**src/rpm_cfg.svh**
```systemverilog
`ifndef RPM_CFG_SVH
`define RPM_CFG_SVH
// ----------------------------------------------------------------
// device register map (offsets on the sideband register port)
// ----------------------------------------------------------------
`define RPM_OFS_MODE      8'h09
`define RPM_OFS_SWEM      8'h0c
`define RPM_OFS_RATIO     8'h20
`define RPM_OFS_LANE      8'h30
// ----------------------------------------------------------------
// field positions
// ----------------------------------------------------------------
`define RPM_BIT_ALT       5
`define RPM_BIT_PD        3
`define RPM_BIT_HPDIGN    2
`define RPM_BIT_RATIO     1
`define RPM_BIT_TERM      0
// ----------------------------------------------------------------
// reset values and alternate-mode defaults
// ----------------------------------------------------------------
`define RPM_RST_MODE      8'h00
`define RPM_RST_SWEM      8'h00
`define RPM_RST_RATIO     8'h00
`define RPM_RST_LANE      8'h00
`define RPM_ALT_SWEM      8'h40
`define RPM_ALT_LANE      8'hfc
`define RPM_RATE_STRAP    2'b00
// ----------------------------------------------------------------
// timing
// ----------------------------------------------------------------
`define RPM_CLK_HZ        20000000
`define RPM_HPD_LOW_US    2000
`define RPM_INVEST_NS     3000
`define RPM_HPD_LOW_CYC   ((`RPM_HPD_LOW_US * (`RPM_CLK_HZ / 1000) + 999) / 1000)
`define RPM_INVEST_CYC    ((`RPM_INVEST_NS * (`RPM_CLK_HZ / 1000000) + 999) / 1000)
// ----------------------------------------------------------------
// host command registers (avalon byte addresses)
// ----------------------------------------------------------------
`define RPM_AV_CTRL       5'h00
`define RPM_AV_ADDR       5'h04
`define RPM_AV_WDATA      5'h08
`define RPM_AV_RDATA      5'h0c
`define RPM_AV_STATUS     5'h10
`define RPM_AV_OE         5'h14
`endif

```
**src/rpm_pkg.sv**
```systemverilog
package rpm_pkg;
  typedef logic [7:0] rpm_byte_t;
  // gray path: power down -> standby 1 -> standby 2 -> normal
  typedef enum logic [1:0] {
    RPM_PDOWN  = 2'b00,
    RPM_STBY1  = 2'b01,
    RPM_STBY2  = 2'b11,
    RPM_NORMAL = 2'b10
  } rpm_state_e;
endpackage

```
**src/rpm_link_if.sv**
```systemverilog
`timescale 1ns/1ps
interface rpm_link_if (
  input wire logic clk_sys
);
  import rpm_pkg::*;
  logic      reg_req;
  logic      reg_we;
  rpm_byte_t reg_addr;
  rpm_byte_t reg_wdata;
  rpm_byte_t reg_rdata;
  logic      reg_ack;
  logic      out_en_pin;
  logic      hot_plug_source_out;
  logic      dev_power_down;
  modport dev  (input reg_req, reg_we, reg_addr, reg_wdata, out_en_pin,
                output reg_rdata, reg_ack, hot_plug_source_out, dev_power_down);
  modport host (output reg_req, reg_we, reg_addr, reg_wdata, out_en_pin,
                input reg_rdata, reg_ack, hot_plug_source_out, dev_power_down);
endinterface // rpm_link_if

```
**src/rpm_device.sv**
```systemverilog
// Notes on behaviour
// RULE1 - mode bit 5 at 0x09 selects alternate mode
// RULE2 - alternate entry loads defaults, straps ignored
// RULE3 - alternate defaults: four lanes, top rate
// RULE4 - host programs link setup, no training
// RULE5 - alternate swing from 0x0c bits 7:5
// RULE6 - alternate emphasis from 0x0c bits 1:0
// RULE7 - alternate lane enables, rate from 0x30[7:2]
// RULE8 - enable low forces lowest power state
// RULE9 - enable rising resets; host reprograms registers
// RULE10 - writing 0x09 bit 3 powers down
// RULE11 - hot-plug low beyond 2 ms powers down
// RULE12 - standby while hot-plug high, no clock
// RULE13 - outputs enabled only on valid clock
// RULE14 - source hot-plug follows sink hot-plug
// RULE15 - power-down entry clears all registers
// RULE16 - host rewrites clock ratio flag afterwards
// RULE17 - investigate clock line for 3 us
// RULE18 - clock found: go to normal
// RULE19 - no clock: back to standby stage 1
// RULE20 - sideband bypassed: termination from strap/registers
// RULE21 - 0x09 bit 2 ignores sink hot-plug
// RULE22 - standby: data receivers off, outputs high-z
//
// Chosen here: register access over Avalon-MM.
`timescale 1ns/1ps
`include "rpm_cfg.svh"
module rpm_device #(
  parameter int HPD_LOW_CYC = `RPM_HPD_LOW_CYC
) (
  input  wire logic     clk_sys,
  input  wire logic     rst_n,
  input  wire logic     ce,
  rpm_link_if.dev       link,
  input  wire logic     hot_plug_sink_in,
  input  wire logic     clk_lane_activity,
  input  wire logic     clk_lane_valid,
  input  wire logic     sideband_bypassed,
  input  wire logic     snoop_term_en,
  input  wire logic [2:0] strap_swing,
  input  wire logic [1:0] strap_emph,
  input  wire logic     strap_term,
  output logic          rx_data_en,
  output logic          rx_clk_en,
  output logic          tx_out_en,
  output logic [3:0]    lane_en,
  output logic [2:0]    swing_sel,
  output logic [1:0]    emph_sel,
  output logic [1:0]    rate_sel,
  output logic          term_en,
  output logic          clock_ratio_flag
);
  import rpm_pkg::*;

  localparam logic [6:0] INVEST_LAST = 7'(`RPM_INVEST_CYC - 1);

  // ----------------------------------------------------------------
  // pin synchronisers
  // ----------------------------------------------------------------
  logic [3:0] pin_raw;
  logic [3:0] sync1_reg;
  logic [3:0] sync2_reg;
  logic [3:0] sync3_reg;
  logic [3:0] pin_reg;
  logic       oe_f;
  logic       hpd_f;
  logic       act_f;
  logic       valid_f;

  assign pin_raw = {clk_lane_valid, clk_lane_activity, hot_plug_sink_in, link.out_en_pin};

  // three stages; a level is taken only when stages two and three agree
  always_ff @(posedge clk_sys) begin
    if (!rst_n) begin
      sync1_reg <= 4'h0;
      sync2_reg <= 4'h0;
      sync3_reg <= 4'h0;
      pin_reg   <= 4'h0;
    end else if (ce) begin
      sync1_reg <= pin_raw;
      sync2_reg <= sync1_reg;
      sync3_reg <= sync2_reg;
      pin_reg   <= (~(sync2_reg ^ sync3_reg) & sync3_reg) | ((sync2_reg ^ sync3_reg) & pin_reg);
    end
  end

  assign {valid_f, act_f, hpd_f, oe_f} = pin_reg;

  // ----------------------------------------------------------------
  // control state
  // ----------------------------------------------------------------
  rpm_state_e state_reg;
  rpm_state_e state_next;
  rpm_byte_t  mode_reg;
  rpm_byte_t  swem_reg;
  rpm_byte_t  ratio_reg;
  rpm_byte_t  lane_reg;
  logic       oe_prev_reg;
  logic       pd_latch_reg;
  logic [15:0] hpd_cnt_reg;
  logic [6:0] inv_cnt_reg;
  logic       ack_reg;
  rpm_byte_t  rdata_reg;
  logic       oe_rise;
  logic       hpd_expired;
  logic       hpd_ok;
  logic       pd_cond;
  logic       pd_enter;
  logic       wr_take;
  logic       wr_mode;
  logic       alt_on;

  assign oe_rise     = oe_f & ~oe_prev_reg;
  assign hpd_expired = hpd_cnt_reg == 16'(HPD_LOW_CYC);
  assign hpd_ok      = hpd_f | mode_reg[`RPM_BIT_HPDIGN];                        // [RULE21]
  // any of the three causes holds the block in power down
  assign pd_cond     = ~oe_f | pd_latch_reg | hpd_expired;             // [RULE8] [RULE10] [RULE11]
  assign pd_enter    = (state_reg != RPM_PDOWN) & pd_cond;
  assign wr_take     = link.reg_req & link.reg_we & ~ack_reg;
  assign wr_mode     = wr_take & (link.reg_addr == `RPM_OFS_MODE);
  assign alt_on      = mode_reg[`RPM_BIT_ALT];

  // enable edge detect and hot-plug low timer
  always_ff @(posedge clk_sys) begin
    if (!rst_n) begin
      oe_prev_reg <= 1'b0;
      hpd_cnt_reg <= 16'h0000;
    end else if (ce) begin
      oe_prev_reg <= oe_f;
      if (!oe_f || hpd_f) begin
        hpd_cnt_reg <= 16'h0000;
      end else if (!hpd_expired) begin
        hpd_cnt_reg <= hpd_cnt_reg + 16'h0001;                                   // [RULE11]
      end
    end
  end

  // register power-down request is held until released by a mode write
  // or by an enable rising; the clear on entry would otherwise drop it
  always_ff @(posedge clk_sys) begin
    if (!rst_n) begin
      pd_latch_reg <= 1'b0;
    end else if (ce) begin
      if (oe_rise) begin
        pd_latch_reg <= 1'b0;
      end else if (wr_mode) begin
        pd_latch_reg <= link.reg_wdata[`RPM_BIT_PD];                             // [RULE10]
      end
    end
  end

  // ----------------------------------------------------------------
  // register file
  // ----------------------------------------------------------------
  always_ff @(posedge clk_sys) begin
    if (!rst_n) begin
      mode_reg  <= `RPM_RST_MODE;
      swem_reg  <= `RPM_RST_SWEM;
      ratio_reg <= `RPM_RST_RATIO;
      lane_reg  <= `RPM_RST_LANE;
    end else if (ce) begin
      if (pd_enter || oe_rise) begin
        // a power-down or re-enable wipes all settings
        mode_reg  <= `RPM_RST_MODE;                                      // [RULE9] [RULE15]
        swem_reg  <= `RPM_RST_SWEM;
        ratio_reg <= `RPM_RST_RATIO;
        lane_reg  <= `RPM_RST_LANE;
      end else if (wr_mode) begin
        mode_reg <= link.reg_wdata;                                                // [RULE1]
        if (link.reg_wdata[`RPM_BIT_ALT] && !alt_on) begin
          swem_reg <= `RPM_ALT_SWEM;                                               // [RULE2]
          lane_reg <= `RPM_ALT_LANE;                                               // [RULE3]
        end
      end else if (wr_take) begin
        case (link.reg_addr)
          `RPM_OFS_SWEM:  swem_reg  <= link.reg_wdata;
          `RPM_OFS_RATIO: ratio_reg <= link.reg_wdata;
          `RPM_OFS_LANE:  lane_reg  <= link.reg_wdata;
          default:        ;
        endcase
      end
    end
  end

  // one ack per held request; read data captured at the same edge
  always_ff @(posedge clk_sys) begin
    if (!rst_n) begin
      ack_reg   <= 1'b0;
      rdata_reg <= 8'h00;
    end else if (ce) begin
      ack_reg <= link.reg_req & ~ack_reg;
      if (link.reg_req && !ack_reg) begin
        case (link.reg_addr)
          `RPM_OFS_MODE:  rdata_reg <= mode_reg;
          `RPM_OFS_SWEM:  rdata_reg <= swem_reg;
          `RPM_OFS_RATIO: rdata_reg <= ratio_reg;
          `RPM_OFS_LANE:  rdata_reg <= lane_reg;
          default:        rdata_reg <= 8'h00;
        endcase
      end
    end
  end

  assign link.reg_ack   = ack_reg;
  assign link.reg_rdata = rdata_reg;

  // ----------------------------------------------------------------
  // power state machine
  // ----------------------------------------------------------------
  always_comb begin
    state_next = state_reg;
    case (state_reg)
      RPM_PDOWN: begin
        state_next = RPM_STBY1;
      end
      RPM_STBY1: begin
        if (hpd_ok && act_f) begin
          state_next = RPM_STBY2;                                                 // [RULE12]
        end
      end
      RPM_STBY2: begin
        if (!hpd_ok) begin
          state_next = RPM_STBY1;
        end else if (inv_cnt_reg == INVEST_LAST) begin
          state_next = valid_f ? RPM_NORMAL : RPM_STBY1;                 // [RULE18] [RULE19]
        end
      end
      RPM_NORMAL: begin
        if (!hpd_ok || !valid_f) begin
          state_next = RPM_STBY1;                                                 // [RULE13]
        end
      end
      default: begin
        state_next = RPM_PDOWN;
      end
    endcase
    if (pd_cond) begin
      state_next = RPM_PDOWN;                                                     // [RULE8]
    end
  end

  always_ff @(posedge clk_sys) begin
    if (!rst_n) begin
      state_reg <= RPM_PDOWN;
    end else if (ce) begin
      state_reg <= state_next;
    end
  end

  // investigation window counter, restarts on every entry to stage two
  always_ff @(posedge clk_sys) begin
    if (!rst_n) begin
      inv_cnt_reg <= 7'h00;
    end else if (ce) begin
      if (state_reg != RPM_STBY2) begin
        inv_cnt_reg <= 7'h00;
      end else if (inv_cnt_reg != INVEST_LAST) begin
        inv_cnt_reg <= inv_cnt_reg + 7'h01;                                       // [RULE17]
      end
    end
  end

  // ----------------------------------------------------------------
  // outputs, all registered; enables and power-down from the next state
  // ----------------------------------------------------------------
  always_ff @(posedge clk_sys) begin
    if (!rst_n) begin
      rx_data_en       <= 1'b0;
      rx_clk_en        <= 1'b0;
      tx_out_en        <= 1'b0;
      lane_en          <= 4'h0;
      swing_sel        <= 3'h0;
      emph_sel         <= 2'h0;
      rate_sel         <= 2'h0;
      term_en          <= 1'b0;
      clock_ratio_flag <= 1'b0;
      link.hot_plug_source_out <= 1'b0;
      link.dev_power_down      <= 1'b1;
    end else if (ce) begin
      rx_data_en <= state_next == RPM_NORMAL;                                     // [RULE22]
      rx_clk_en  <= state_next != RPM_PDOWN;
      tx_out_en  <= state_next == RPM_NORMAL;                                     // [RULE13]
      if (state_next != RPM_NORMAL) begin
        lane_en <= 4'h0;
      end else begin
        lane_en <= alt_on ? lane_reg[7:4] : 4'hf;                                 // [RULE7]
      end
      // in alternate mode straps no longer steer anything
      swing_sel <= alt_on ? swem_reg[7:5] : strap_swing;                 // [RULE2] [RULE5]
      emph_sel  <= alt_on ? swem_reg[1:0] : strap_emph;                           // [RULE6]
      rate_sel  <= alt_on ? lane_reg[3:2] : `RPM_RATE_STRAP;                      // [RULE7]
      if (sideband_bypassed) begin
        term_en <= alt_on ? ratio_reg[`RPM_BIT_TERM] : strap_term;                // [RULE20]
      end else begin
        term_en <= snoop_term_en;
      end
      clock_ratio_flag         <= ratio_reg[`RPM_BIT_RATIO];
      link.hot_plug_source_out <= hpd_f;                                          // [RULE14]
      link.dev_power_down      <= state_next == RPM_PDOWN;
    end
  end
endmodule // rpm_device

```
**src/flat_wrapper.sv**
```systemverilog
// flat-port wrapper written by rule: the top's interface ports become plain ports
module rpm_device_flat import rpm_pkg::*;
#(
  parameter int HPD_LOW_CYC = `RPM_HPD_LOW_CYC
)
  (clk_sys, rst_n, ce, hot_plug_sink_in, clk_lane_activity, clk_lane_valid, sideband_bypassed, snoop_term_en, strap_swing, strap_emph, strap_term, rx_data_en, rx_clk_en, tx_out_en, lane_en, swing_sel, emph_sel, rate_sel, term_en, clock_ratio_flag, link_reg_req, link_reg_we, link_reg_addr, link_reg_wdata, link_out_en_pin, link_reg_rdata, link_reg_ack, link_hot_plug_source_out, link_dev_power_down);
  rpm_link_if link_i (.clk_sys(clk_sys));
  input  wire logic clk_sys;
  input  wire logic rst_n;
  input  wire logic ce;
  input  wire logic hot_plug_sink_in;
  input  wire logic clk_lane_activity;
  input  wire logic clk_lane_valid;
  input  wire logic sideband_bypassed;
  input  wire logic snoop_term_en;
  input  wire logic [2:0] strap_swing;
  input  wire logic [1:0] strap_emph;
  input  wire logic strap_term;
  output logic rx_data_en;
  output logic rx_clk_en;
  output logic tx_out_en;
  output logic [3:0] lane_en;
  output logic [2:0] swing_sel;
  output logic [1:0] emph_sel;
  output logic [1:0] rate_sel;
  output logic term_en;
  output logic clock_ratio_flag;
  input wire logic [$bits(link_i.reg_req)-1:0] link_reg_req;
  input wire logic [$bits(link_i.reg_we)-1:0] link_reg_we;
  input wire logic [$bits(link_i.reg_addr)-1:0] link_reg_addr;
  input wire logic [$bits(link_i.reg_wdata)-1:0] link_reg_wdata;
  input wire logic [$bits(link_i.out_en_pin)-1:0] link_out_en_pin;
  output wire logic [$bits(link_i.reg_rdata)-1:0] link_reg_rdata;
  output wire logic [$bits(link_i.reg_ack)-1:0] link_reg_ack;
  output wire logic [$bits(link_i.hot_plug_source_out)-1:0] link_hot_plug_source_out;
  output wire logic [$bits(link_i.dev_power_down)-1:0] link_dev_power_down;
  assign link_i.reg_req = link_reg_req;
  assign link_i.reg_we = link_reg_we;
  assign link_i.reg_addr = link_reg_addr;
  assign link_i.reg_wdata = link_reg_wdata;
  assign link_i.out_en_pin = link_out_en_pin;
  assign link_reg_rdata = link_i.reg_rdata;
  assign link_reg_ack = link_i.reg_ack;
  assign link_hot_plug_source_out = link_i.hot_plug_source_out;
  assign link_dev_power_down = link_i.dev_power_down;
  rpm_device #(.HPD_LOW_CYC(HPD_LOW_CYC)) u_core (.clk_sys(clk_sys), .rst_n(rst_n), .ce(ce), .link(link_i), .hot_plug_sink_in(hot_plug_sink_in), .clk_lane_activity(clk_lane_activity), .clk_lane_valid(clk_lane_valid), .sideband_bypassed(sideband_bypassed), .snoop_term_en(snoop_term_en), .strap_swing(strap_swing), .strap_emph(strap_emph), .strap_term(strap_term), .rx_data_en(rx_data_en), .rx_clk_en(rx_clk_en), .tx_out_en(tx_out_en), .lane_en(lane_en), .swing_sel(swing_sel), .emph_sel(emph_sel), .rate_sel(rate_sel), .term_en(term_en), .clock_ratio_flag(clock_ratio_flag));
endmodule
```
**config.mk**
```make
export PLATFORM = sky130hd
export DESIGN_NAME = rpm_device_flat
export DESIGN_NICKNAME = d
export VERILOG_FILES = /design/src/rpm_pkg.sv /design/src/rpm_link_if.sv /design/src/rpm_device.sv /design/src/flat_wrapper.sv
export VERILOG_INCLUDE_DIRS = /design/src
export SDC_FILE = /design/constraint.sdc
export NUM_CORES = 1
export LEC_CHECK = 0
export BUFFER_PORTS_ARGS = -buffer_cell sky130_fd_sc_hd__buf_2
export CORE_AREA = 2 2 95 97
export CTS_BUF_LIST = sky130_fd_sc_hd__clkbuf_8
export CTS_CLUSTER_SIZE = 40
export DETAILED_ROUTE_END_ITERATION = 16
export DIE_AREA = 0 0 97 99
export GPL_TIMING_DRIVEN = 0
export PLACE_DENSITY = 0.75
export SYNTH_ARGS = -nofsm -noshare
export SYNTH_HDL_FRONTEND = slang
export SYNTH_SLANG_ARGS = --single-unit
```
**constraint.sdc**
```tcl
create_clock -name clk_sys -period 2.1 [get_ports clk_sys]
set_input_delay 0.42 -clock clk_sys [delete_from_list [all_inputs] [get_ports clk_sys]]
set_output_delay 0.42 -clock clk_sys [all_outputs]
set_load 0.02 [all_outputs]
```
==> results.md <==
* Outcome: completed
* Die Y at 99 um
* Pre-CTS setup slack at -0.3966 ns
* Largest net degree at the start of global routing at 19
* Synth top area cells: dfxtp_1 44%, mux2i_1 5.5%, nand2_1 3.6%
* Largest family of logic cells by synthesized area: compound AO/OA/AOI/OAI gates
* MaxCap Viol Count at 0
* Psw at between 800 and 900 uW
* Fillers at around 730
* Final net count at ~590
* Drt first pass iters at 5
* Mux cell area share after synthesis at 0.05491
* Highest metal used: met4
* Int Power at approximately 2.5 mW
* Initial antenna violation count at 0
* Drt drc at 0
* VDD IR max at approximately 420 uV
* Antenna diodes at 0
* Core area at roughly 8600 um2
* Total Wirelength at 11.56 mm
* Met3 WL at 794 um
* CP max-delay cell: dfxtp_2
* Worst-Margin Slew at a little over 0.7 ns
* Metal-1 WL at roughly 5.2 mm
* Core Util, Final at 0.6172
* Via/cell ratio at about 6.0
* Switching part of the total at 0.2592
* Crit start category: flop
* Post-synthesis simple-gate area fraction at 0.1908
* Starting Density at 0.5329
* Port Buffer Count at between 50 and 60
* Tmin final at 2.038 ns
* Post-synth cell types at 64
* Clock skew at 0.01676 ns
* Slew margin rel. at 0.5299
* Clock power frac at 0.353
* CP Capture Type: flop
* Share of layout cells above drive strength 1 at 0.2007
* Sequential area share after synthesis at 0.4437
* Most common cell in the synthesized netlist: dfxtp_1
* Skew-Pair Late Insertion Delay at around 0.37 ns
* Synth Area in Compound Gates at 0.2309
* Leakage Power at approximately 2.0 nW
* Setup_tns at 0 ns
* Final Max Slew Viols at 0
* Io pins at 60
* WS Path Type: flop to flop
* CTS Buffer Depth at 2
* Synth Area per Inst at about 9.5 um2
* Number of synthesized flops with an enable pin at 0
* Via Count at about 4000
* P per Cell Area at roughly 640 nW/um2
* Cells after Synth at about 480
* Deepest level of the CTS H-tree at 3
* Routability Congestion at between 0.9 and 1
* Antenna viol nets, final at 0
* Leading area contributor after synthesis: dfxtp_1
* Largest register FFs at 16
* Synth cell count leaders: 101 x dfxtp_1, 44 x nand2_1, 28 x nor2_1, 26 x nor2b_1, 25 x mux2i_1
* Root buffer cell: clkbuf_8
* Flops & latches, synth at 101
* Met2 WL at about 5.4 mm
* Synth Area in XOR/XNOR at 0.03652
* Iter 0 DRT Violations at 285
* Worst-path clk slew at roughly 0.10 ns
* Die X at just under 100 um
* CTS Buf Count at 9
* Mapped Area at 4557 um2
* Synth Flop Type: dfxtp_1
* Die footprint at approximately 9600 um2
* Vias in the first global route at 3713
* Worst EP required at between 2 and 2.5 ns
* DPL Wire Length at slightly above 8 mm
* CP max FO at 8
* Row count at 34
* Setup-failing EPs final at 0
* Final hold violations at 0
* Grt ovf at 0
* GRT Resource Usage Total at 0.2416
* Ys async rst share at 0
* Worst path arrival time at 2.30 ns
* Logic pwr share at 0.072
* Inst Count DP at about 650
* Fmax at between 0.4 and 0.5 GHz
* Routed len/inst at between 15 and 20 um
* First-pass GRT wire length at between 15 and 20 mm
* Clock sink count at 101
* Reg power frac at 0.575
* CP peak stage delay at 0.35 ns
* CTS tree: built
* Synth warn at 0
* Adder-Cell Fraction of Synth Area at 0.008237
* Period Utilization, post-route at 0.9705
* Setup WS post-layout at just over 0.06 ns
* Mapped Nets at about 500
* Fin cells at 666
* Synth top area share at 0.4437
* Min-Delay Path Class: input port to flop
* Critical Path, Cell by Cell: inv_1, ha_4, nor4b_4, a41oi_4, a21o_1, buf_6, a21o_4, a32o_1
* Layout Area Growth over Synthesis at 15.82%
## logic make-up after synthesis
logic type | after synthesis
xor+xnor | 19
mux | 25
compound gates | 133
flops | 101
simple gates | 159
buf+inv | 38
fa+ha+maj | 3
## worst paths after layout
path                    startpoint                   to  slack, ns  cells after the start
max          u_core.hpd_cnt_reg[1]   u_core.mode_reg[1]       0.06                      8
min                 clk_lane_valid  u_core.sync1_reg[3]       0.30                      3
max reg2reg  u_core.hpd_cnt_reg[1]   u_core.mode_reg[1]       0.06                      8
min reg2reg     u_core.swem_reg[3]   u_core.swem_reg[3]       0.47                      1
## worst max-delay path, delay by kind of cell (launching register included)
| kind | cells | cell delay, ns |
|---|---|---|
| AO/OA/AOI/OAI | 4 | 0.99 |
| flip-flops | 1 | 0.35 |
| AND/OR/NAND/NOR | 1 | 0.25 |
| buffers and inverters | 2 | 0.21 |
| adder cells (fa/ha/maj) | 1 | 0.13 |
## final cells by class
| type | instances | area, um2 | share of cell area |
|---|---|---|---|
| Buffer | 29 | 126.4 | 0.02394 |
| Timing Repair Buffer | 64 | 332.8 | 0.06306 |
| Sequential cell | 101 | 2024 | 0.3836 |
| Clock buffer | 10 | 137.6 | 0.02608 |
| Tap cell | 108 | 135.1 | 0.02560 |
| Clock inverter | 6 | 56.30 | 0.01067 |
| Inverter | 9 | 33.78 | 0.006401 |
| Multi-Input combinational cell | 339 | 2431 | 0.4606 |
## power by group through the flow
| stage | combinational, mW | clock [mW] | sequential, mW |
|---|---|---|---|
| global route | 0.263 | 1.29 | 1.95 |
| finish | 0.244 | 1.20 | 1.94 |
| floorplan | 0.127 | 0 | 2.00 |
| detailed placement | 0.234 | 0 | 1.99 |
| CTS | 0.236 | 1.22 | 1.94 |
| global placement | 0.231 | 0 | 1.99 |
## cells in the final DEF (no fill, tap or decap), types with 3 or more instances in the layout
master and instances:
nand3_1 14, nor3_1 4, nor2_1 27, buf_4 6
and2_1 6, o21ai_0 19, nand2_1 44, nand4_1 5
o2111ai_1 3, a22o_1 18, nand2b_1 6, o211ai_1 3
a32o_1 12, buf_2 63, mux2i_1 25, clkbuf_1 17
o22ai_1 6, o21a_1 4, and3_1 4, a22oi_1 17
o211a_1 5, clkbuf_8 10, dfxtp_1 99, xor2_1 3
nor3_2 6, nor2b_1 26, xnor2_1 16, a211oi_1 4
inv_1 7, a21o_1 6, a21oi_1 8, a21boi_0 7
buf_1 5
## timing repair
action,in CTS,in global routing
hold buffers,0,0
resized for setup,3,13
setup buffers,0,5
pin swaps,0,6
setup endpoints to repair,19,52
## routing by layer
layer,vias up,track usage
met2,158,0.3937
li1,1897,-
met4,0,0.06501
met5,-,0
met3,16,0.05461
met1,1916,0.3258
## per-stage QoR
stage          cell area, um2  power [mW]  hold WS [ns]
4_1_cts                  5190       3.399        0.2967
5_1_grt                  5278       3.504        0.3020
3_3_place_gp             4987       2.219        0.4491
2_1_floorplan            4557       2.125        0.4332
6_report                 5278       3.385        0.3024
3_5_place_dp             4987       2.223        0.4530
Power figures use the tool's default switching activity.
